==> src/cgw_pkg.sv <==
package cgw_pkg;
  // ----------------------------------------------------------------
  // guard control register
  // ----------------------------------------------------------------
  localparam logic [7:0] GUARD_KEY_WRITE = 8'h5a;
  localparam logic [7:0] GUARD_KEY_READ  = 8'h69;
  localparam logic [7:0] GUARD_CTRL_RST  = 8'h00;
  localparam int         GUARD_IS_POS    = 0;
  localparam int         GUARD_SEL_POS   = 2;
  localparam int         GUARD_CLR_POS   = 3;
  localparam int         GUARD_TMSEL_POS = 4;
  localparam int         GUARD_NMIES_POS = 6;
  localparam int         GUARD_NMI_POS   = 5;
  localparam int         GUARD_HOLD_POS  = 7;
  localparam int         GUARD_CNT_W     = 16;
  // ----------------------------------------------------------------
  // clock generation
  // ----------------------------------------------------------------
  localparam logic [4:0] MULT_RST        = 5'h1f;
  localparam logic [7:0] DCO_TAP_RST     = 8'h00;
  localparam int         CRYSTAL_HZ      = 32768;
  localparam int         CLK_HZ          = 200000000;
  localparam int         ACLK_HALF_CYC   = CLK_HZ / (2 * CRYSTAL_HZ);
  localparam int         OSC_STABLE_CYC  = 4096;
  localparam logic [1:0] XSEL_ACLK       = 2'h0;
  localparam logic [1:0] XSEL_ACLK2      = 2'h1;
  localparam logic [1:0] XSEL_ACLK4      = 2'h2;
  localparam logic [1:0] XSEL_MCLK       = 2'h3;

  typedef struct packed {
    logic clock_gen_off_hi;
    logic clock_gen_off_lo;
    logic osc_stop_bit;
    logic processor_halt_bit;
  } cgw_status_t;

  typedef struct packed {
    logic        wr;
    logic        rd;
    logic [15:0] wdata;
  } cgw_guard_bus_t;
endpackage

==> src/cgw_clock_gen_and_watchdog.sv <==
`timescale 1ns/1ps
`default_nettype none
module cgw_clock_gen_and_watchdog (
  input  wire logic                  i_clk,
  input  wire logic                  i_resetn,
  input  wire cgw_pkg::cgw_status_t  i_status_word,
  input  wire cgw_pkg::cgw_guard_bus_t i_guard,
  input  wire logic [4:0]            i_mult,
  input  wire logic [1:0]            i_clock_buffer_output_sel,
  output logic [15:0]                o_guard_rdata,
  output logic                       o_aclk,
  output logic                       o_mclk,
  output logic                       o_clock_buffer_output,
  output logic                       o_power_up_clear,
  output logic                       o_interval_irq,
  output logic                       o_nmi_mode,
  output logic                       o_nmi_edge,
  output logic                       o_dco_on,
  output logic [7:0]                 o_dco_tap
);
  // ----------------------------------------------------------------
  // state
  // ----------------------------------------------------------------
  logic [15:0] aclk_div, next_aclk_div;
  logic [2:0]  aclk_cnt, next_aclk_cnt;
  logic [12:0] stable_cnt, next_stable_cnt;
  logic        osc_run, next_osc_run;
  logic [4:0]  mult, next_mult;
  logic [7:0]  tap, next_tap;
  logic [7:0]  mcnt, next_mcnt;
  logic [7:0]  edges, next_edges;
  logic        mclk, next_mclk;
  logic [7:0]  gctl, next_gctl;
  logic [15:0] gcnt, next_gcnt;
  logic        power_up_clear, next_puc;
  logic        irq, next_irq;
  logic        aclk_q, clock_buffer_output, next_clock_buffer_output;
  logic        deep;
  logic        aclk_tick;
  logic        expire;

  // ----------------------------------------------------------------
  // next state
  // ----------------------------------------------------------------
  always_comb begin
    deep = i_status_word.osc_stop_bit & i_status_word.clock_gen_off_hi
         & i_status_word.clock_gen_off_lo & i_status_word.processor_halt_bit;
    next_osc_run = ~i_status_word.osc_stop_bit;
    aclk_tick = osc_run && (aclk_div == 16'(cgw_pkg::ACLK_HALF_CYC - 1));
    next_aclk_div = aclk_tick || !osc_run ? 16'h0000 : aclk_div + 16'h0001;
    next_aclk_cnt = aclk_tick ? aclk_cnt + 3'h1 : aclk_cnt;
    next_stable_cnt = stable_cnt;
    if (!osc_run) begin
      next_stable_cnt = 13'h0000;
    end else if (stable_cnt != 13'(cgw_pkg::OSC_STABLE_CYC)) begin
      next_stable_cnt = stable_cnt + 13'h0001;
    end
    next_mult = i_mult;
    // main clock: dco toggles every (tap+1) cycles
    next_mcnt = mcnt + 8'h01;
    next_mclk = mclk;
    next_edges = edges;
    if (mcnt >= tap) begin
      next_mcnt = 8'h00;
      next_mclk = ~mclk & ~i_status_word.clock_gen_off_lo;
      next_edges = edges + 8'h01;
    end
    // main clock halted at once, not at the next toggle
    if (i_status_word.clock_gen_off_lo) begin
      next_mcnt = 8'h00;
      next_mclk = 1'b0;
    end
    next_tap = tap;
    if (aclk_tick && aclk_cnt[0] && stable_cnt == 13'(cgw_pkg::OSC_STABLE_CYC)
        && !i_status_word.clock_gen_off_lo) begin
      next_edges = 8'h00;
      if (edges > {2'h0, mult, 1'b1} && tap != 8'hff) begin
        next_tap = tap + 8'h01;
      end else if (edges < {2'h0, mult, 1'b1} && tap != 8'h00) begin
        next_tap = tap - 8'h01;
      end
    end
    unique case (i_clock_buffer_output_sel)
      cgw_pkg::XSEL_ACLK:  next_clock_buffer_output = aclk_cnt[0];
      cgw_pkg::XSEL_ACLK2: next_clock_buffer_output = aclk_cnt[1];
      cgw_pkg::XSEL_ACLK4: next_clock_buffer_output = aclk_cnt[2];
      cgw_pkg::XSEL_MCLK:  next_clock_buffer_output = mclk;
    endcase
    next_gcnt = gctl[cgw_pkg::GUARD_HOLD_POS] ? gcnt : gcnt + 16'h0001;
    expire = gctl[cgw_pkg::GUARD_SEL_POS] ? (gcnt[12:0] == 13'h1fff) : (gcnt == 16'hffff);
    expire = expire & ~gctl[cgw_pkg::GUARD_HOLD_POS];
    next_gctl = gctl;
    next_puc = 1'b0;
    next_irq = 1'b0;
    if (expire) begin
      if (!gctl[cgw_pkg::GUARD_TMSEL_POS]) begin
        next_puc = 1'b1;
      end else begin
        next_irq = 1'b1;
      end
    end
    if (i_guard.wr) begin
      if (i_guard.wdata[15:8] == cgw_pkg::GUARD_KEY_WRITE) begin
        next_gctl = i_guard.wdata[7:0];
        next_gctl[cgw_pkg::GUARD_CLR_POS] = 1'b0;
        if (i_guard.wdata[cgw_pkg::GUARD_CLR_POS]) begin
          next_gcnt = 16'h0000;
        end
      end else begin
        next_puc = 1'b1;
      end
    end
  end

  // ----------------------------------------------------------------
  // registers; puc is fed back as a synchronous clear
  // ----------------------------------------------------------------
  always_ff @(posedge i_clk or negedge i_resetn) begin
    if (!i_resetn) begin
      aclk_div   <= 16'h0000;
      aclk_cnt   <= 3'h0;
      stable_cnt <= 13'h0000;
      osc_run    <= 1'b1;
      mult       <= cgw_pkg::MULT_RST;
      tap        <= cgw_pkg::DCO_TAP_RST;
      mcnt       <= 8'h00;
      edges      <= 8'h00;
      mclk       <= 1'b0;
      gctl       <= cgw_pkg::GUARD_CTRL_RST;
      gcnt       <= 16'h0000;
      power_up_clear        <= 1'b0;
      irq        <= 1'b0;
      clock_buffer_output       <= 1'b0;
      aclk_q     <= 1'b0;
      o_dco_on   <= 1'b1;
    end else if (power_up_clear) begin
      mult       <= cgw_pkg::MULT_RST;
      tap        <= 8'hff;
      gcnt       <= 16'h0000;
      gctl       <= cgw_pkg::GUARD_CTRL_RST;
      power_up_clear        <= 1'b0;
      irq        <= 1'b0;
      edges      <= 8'h00;
    end else begin
      aclk_div   <= next_aclk_div;
      aclk_cnt   <= next_aclk_cnt;
      stable_cnt <= next_stable_cnt;
      osc_run    <= next_osc_run;
      mult       <= next_mult;
      tap        <= next_tap;
      mcnt       <= next_mcnt;
      edges      <= next_edges;
      mclk       <= next_mclk;
      gctl       <= next_gctl;
      gcnt       <= next_gcnt;
      power_up_clear        <= next_puc;
      irq        <= next_irq;
      clock_buffer_output       <= next_clock_buffer_output;
      aclk_q     <= aclk_cnt[0];
      o_dco_on   <= ~deep & ~i_status_word.clock_gen_off_hi;
    end
  end

  always_ff @(posedge i_clk or negedge i_resetn) begin
    if (!i_resetn) begin
      o_guard_rdata <= 16'h0000;
    end else begin
      o_guard_rdata <= {cgw_pkg::GUARD_KEY_READ, gctl};
    end
  end

  assign o_aclk                = aclk_q;
  assign o_mclk                = mclk;
  assign o_clock_buffer_output = clock_buffer_output;
  assign o_power_up_clear      = power_up_clear;
  assign o_interval_irq        = irq;
  assign o_nmi_mode            = gctl[cgw_pkg::GUARD_NMI_POS];
  assign o_nmi_edge            = gctl[cgw_pkg::GUARD_NMIES_POS];
  assign o_dco_tap             = tap;
endmodule
`default_nettype wire

==> config.mk <==
export PLATFORM = sky130hd
export DESIGN_NAME = cgw_clock_gen_and_watchdog
export DESIGN_NICKNAME = d
export VERILOG_FILES = /design/src/cgw_pkg.sv /design/src/cgw_clock_gen_and_watchdog.sv
export SDC_FILE = /design/constraint.sdc
export NUM_CORES = 1
export LEC_CHECK = 0
export BUFFER_PORTS_ARGS = -buffer_cell sky130_fd_sc_hd__buf_4
export CAP_MARGIN = 20
export CORE_MARGIN = 2
export CORE_UTILIZATION = 30
export DETAILED_ROUTE_END_ITERATION = 7
export MAX_ROUTING_LAYER = met4
export PLACE_DENSITY = 0.51
export SYNTH_ARGS = -nofsm -noshare
export SYNTH_HDL_FRONTEND = slang
export SYNTH_SLANG_ARGS = --single-unit
==> constraint.sdc <==
create_clock -name i_clk -period 8.16 [get_ports i_clk]
set_input_delay 1.224 -clock i_clk [delete_from_list [all_inputs] [get_ports i_clk]]
set_output_delay 1.224 -clock i_clk [all_outputs]
set_load 0.01 [all_outputs]
==> impl_metrics.yaml <==
critical_path:
  crit_fanout: 8
  worstPathRequired_ns: 8.44
  cp-start-kind: "register"
  rr_worst_depth: 12
  crit_arrival_ns: 4.16
  crit_type: "reg -> reg"
  end_kind: "register"
layout:
  drive_above_1_share: 0.158
  finalNonFillerCells: 835
  antenna_cells: 0
  finalNetCount: 661
  multi_input_comb_area_um2: 2710
  area_growth_pct: 16.1
  seq_area_um2: 2490
  fillCellCount: 1787
logic_synthesis:
  synth_edf_count: 0
  yosys_warnings: 0
  synthCells: 552
  avgSynthCellArea_um2: 9.81
  synth_seq_area_share: 0.459
  syn-cell-area_um2: 5420
  synth-seq-cells: 99
  synthFlopType: "dfrtp_1"
  synth_async_sr_flop_share: 1.00
  yosys.cell_types.count: 68
power_and_ir_drop:
  p_leak_uw: 0.00293
  swShare: 0.308
  seq_power_share: 0.463
  irDropWorstVdd_v: 0.0000876
  power_uw: 1240
  p_int_uw: 856
  combPwrFrac: 0.218
  switching_power_uw: 381
  p_clk_frac: 0.319
  power_density_nw_per_um2: 197
sta:
  max_freq_mhz: 257
  fin_hold_ws_ns: 0.384
  finClkSkew_ns: 0.00527
  min_period_ns: 3.89
  slew_violations: 0
  tns_ns: 0
  hold_violations: 0
  tightestPinTransition_ns: 0.818
  period_share: 0.476
  final-setup-viol-count: 0
  rsz0062_at_grt: "false"
  maxSlewHeadroom: 0.450
global_routing:
  grt_overflow: 0
  grt_pass1_vias: 4150
  grt_max_degree: 55
  grt_usage: 0.132
  antenna_found_initial: 0
  grt_pass1_wl_um: 20200
route:
  wl_per_cell_um: 13.9
  dr.first_iter.drc_count: 192
  drtAntennaViolNets: 0
  drt-total-wl_um: 11600
  vias: 4096
  drtPass1Iterations: 4
  via_per_inst: 4.91
  drc: 0
clocking:
  clk_path_buf_depth: 2
  cts_setup_buffers: 0
  cts_max_level: 3
  cts-root-buf: "clkbuf_16"
  cts_hold_buffers: 0
  path_clk_slew_ns: 0.07
  cts_tree: "built"
  cts_resized: 0
  clk-insertion-delay-late_ns: 0.35
  cts_buffers: 9
  cts.sinks: 99
floorplanning:
  pin_count: 63
  die_w_um: 138
  start_util: 0.304
  die_y_um: 138
  rows: 49
  dieArea_um2: 19100
  core_area_um2: 17800
place:
  dp_hpwl_um: 8370
  placed_cells: 818
  globalplace.congestion: 0.802
  io_buffers: 55
outcome:
  status: "finished clean"
min_path:
  min-delay-path-class: "reg -> reg"
  whs_path_depth: 0
job:
  maxCapViolations: 0
-- worst paths after layout --
kind                                     start                          to  slack [ns]
setup / recovery             mult[4]$_DFF_PN1_    o_dco_tap[7]$_DFFE_PN0P_        4.27
hold / removal             gctl[0]$_DFFE_PN0P_  o_guard_rdata[0]$_DFF_PN0_        0.38
setup reg to reg             mult[4]$_DFF_PN1_    o_dco_tap[7]$_DFFE_PN0P_        4.27
hold reg to reg            gctl[0]$_DFFE_PN0P_  o_guard_rdata[0]$_DFF_PN0_        0.38
max in group asynchronous             i_resetn  o_power_up_clear$_DFF_PN0_        6.17
min in group asynchronous             i_resetn         gctl[1]$_DFFE_PN0P_        0.87
-- state kept, by name, indices dropped and copies added (netlist names) --
register and cells:
aclk_div 16, gcnt 16, stable_cnt 13, edges 8, mcnt 8, o_dco_tap 8
o_guard_rdata 8, gctl 7, mult 5, aclk_cnt 3, o_aclk 1, o_clock_buffer_output 1
o_dco_on 1, o_interval_irq 1, o_mclk 1, o_power_up_clear 1, osc_run 1
-- logic make-up after synthesis --
kind of cell | share of synthesized area
other cells | 0.00139
flops | 0.459
xor+xnor | 0.0647
buf+inv | 0.0432
fa+ha+maj | 0.0684
simple gates | 0.219
mux | 0.0591
compound gates | 0.0855
-- cell usage in the layout (no fill, tap or decap), types with 18 or more instances in the layout --
| cell type | Yosys | routed |
|---|---|---|
| nand2_1 | 51 | 51 |
| xor2_1 | 21 | 21 |
| buf_4 | 8 | 58 |
| nand3_1 | 20 | 20 |
| o21ai_0 | 21 | 21 |
| ha_1 | 28 | 28 |
| mux2i_1 | 26 | 26 |
| a21oi_1 | 18 | 18 |
| nand4_1 | 20 | 20 |
| xnor2_1 | 19 | 19 |
| inv_1 | 28 | 28 |
| nor2_1 | 60 | 60 |
| dfrtp_1 | 92 | 91 |
-- per-stage QoR --
stage	setup slack [ns]	utilization	cell area (um^2)
after CTS	4.22	0.352	6280
after detailed placement	4.25	0.337	6020
after global placement	4.43	0.337	6020
after floorplan	5.03	-	5430
final	4.27	0.353	6290
after global routing	3.93	0.353	6290
-- final cells by class --
class                      count  share of cell area
clock buffer                  12              0.0376
clock inverter                 4             0.00438
inverter                      28              0.0167
multi-input combinational    405               0.431
sequential                    99               0.395
tap                          229              0.0456
timing repair buffer          58              0.0692
-- critical path, cell delays in order (launching register included) --
cell and delay, ns:
dfstp_2 0.52, inv_1 0.04, ha_1 0.29, a2111oi_0 0.61, a21oi_1 0.27, inv_1 0.30
ha_1 0.30, a21oi_1 0.24, o211ai_1 0.19, o41ai_1 0.47, mux2i_1 0.16, or3_1 0.36
nand3_1 0.08
-- power groups by stage --
stage	Combinational, uW	Clock [uW]	Sequential, uW
global route	308	434	581
detailed placement	272	0	583
floorplan	176	0	577
finish	269	395	574
global placement	260	0	580
CTS	273	408	574
-- synth_stat cells (2+ instances only) --
master / count / area, um^2
a21o_1: 3 / 22.5
a21oi_1: 18 / 90.1
a22o_1: 2 / 17.5
and2_1: 2 / 12.5
and3_1: 9 / 56.3
and4_1: 3 / 26.3
buf_1: 2 / 7.51
buf_4: 8 / 60.1
clkbuf_1: 12 / 45.0
conb_1: 2 / 7.51
dfrtp_1: 92 / 2300
dfstp_2: 7 / 184
ha_1: 28 / 350
inv_1: 28 / 105
mux2_2: 2 / 22.5
mux2i_1: 26 / 260
nand2_1: 51 / 191
nand2b_1: 8 / 50.1
nand3_1: 20 / 100
nand4_1: 20 / 125
nor2_1: 60 / 225
nor2b_1: 4 / 25.0
nor3_1: 9 / 45.0
nor4_1: 5 / 31.3
nor4b_1: 8 / 70.1
nor4bb_1: 2 / 20.0
o211ai_1: 2 / 15.0
o21ai_0: 21 / 105
o21ai_1: 2 / 10.0
o21bai_1: 3 / 22.5
o22ai_1: 6 / 37.5
o31ai_1: 3 / 22.5
or2_2: 5 / 31.3
or3_1: 5 / 31.3
or4_1: 3 / 22.5
xnor2_1: 19 / 166
xor2_1: 21 / 184
-- routing by layer --
layer | GRT usage | wire length, um | vias to the layer above | share of wire
li1 | - | - | 2022 | -
met1 | 0.169 | 5490 | 1982 | 0.47
met2 | 0.208 | 5480 | 77 | 0.47
met3 | 0.0339 | 514 | 15 | 0.044
met4 | 0.0376 | 144 | 0 | 0.012
met5 | - | 0 | - | 0
Power figures use the tool's default switching activity.
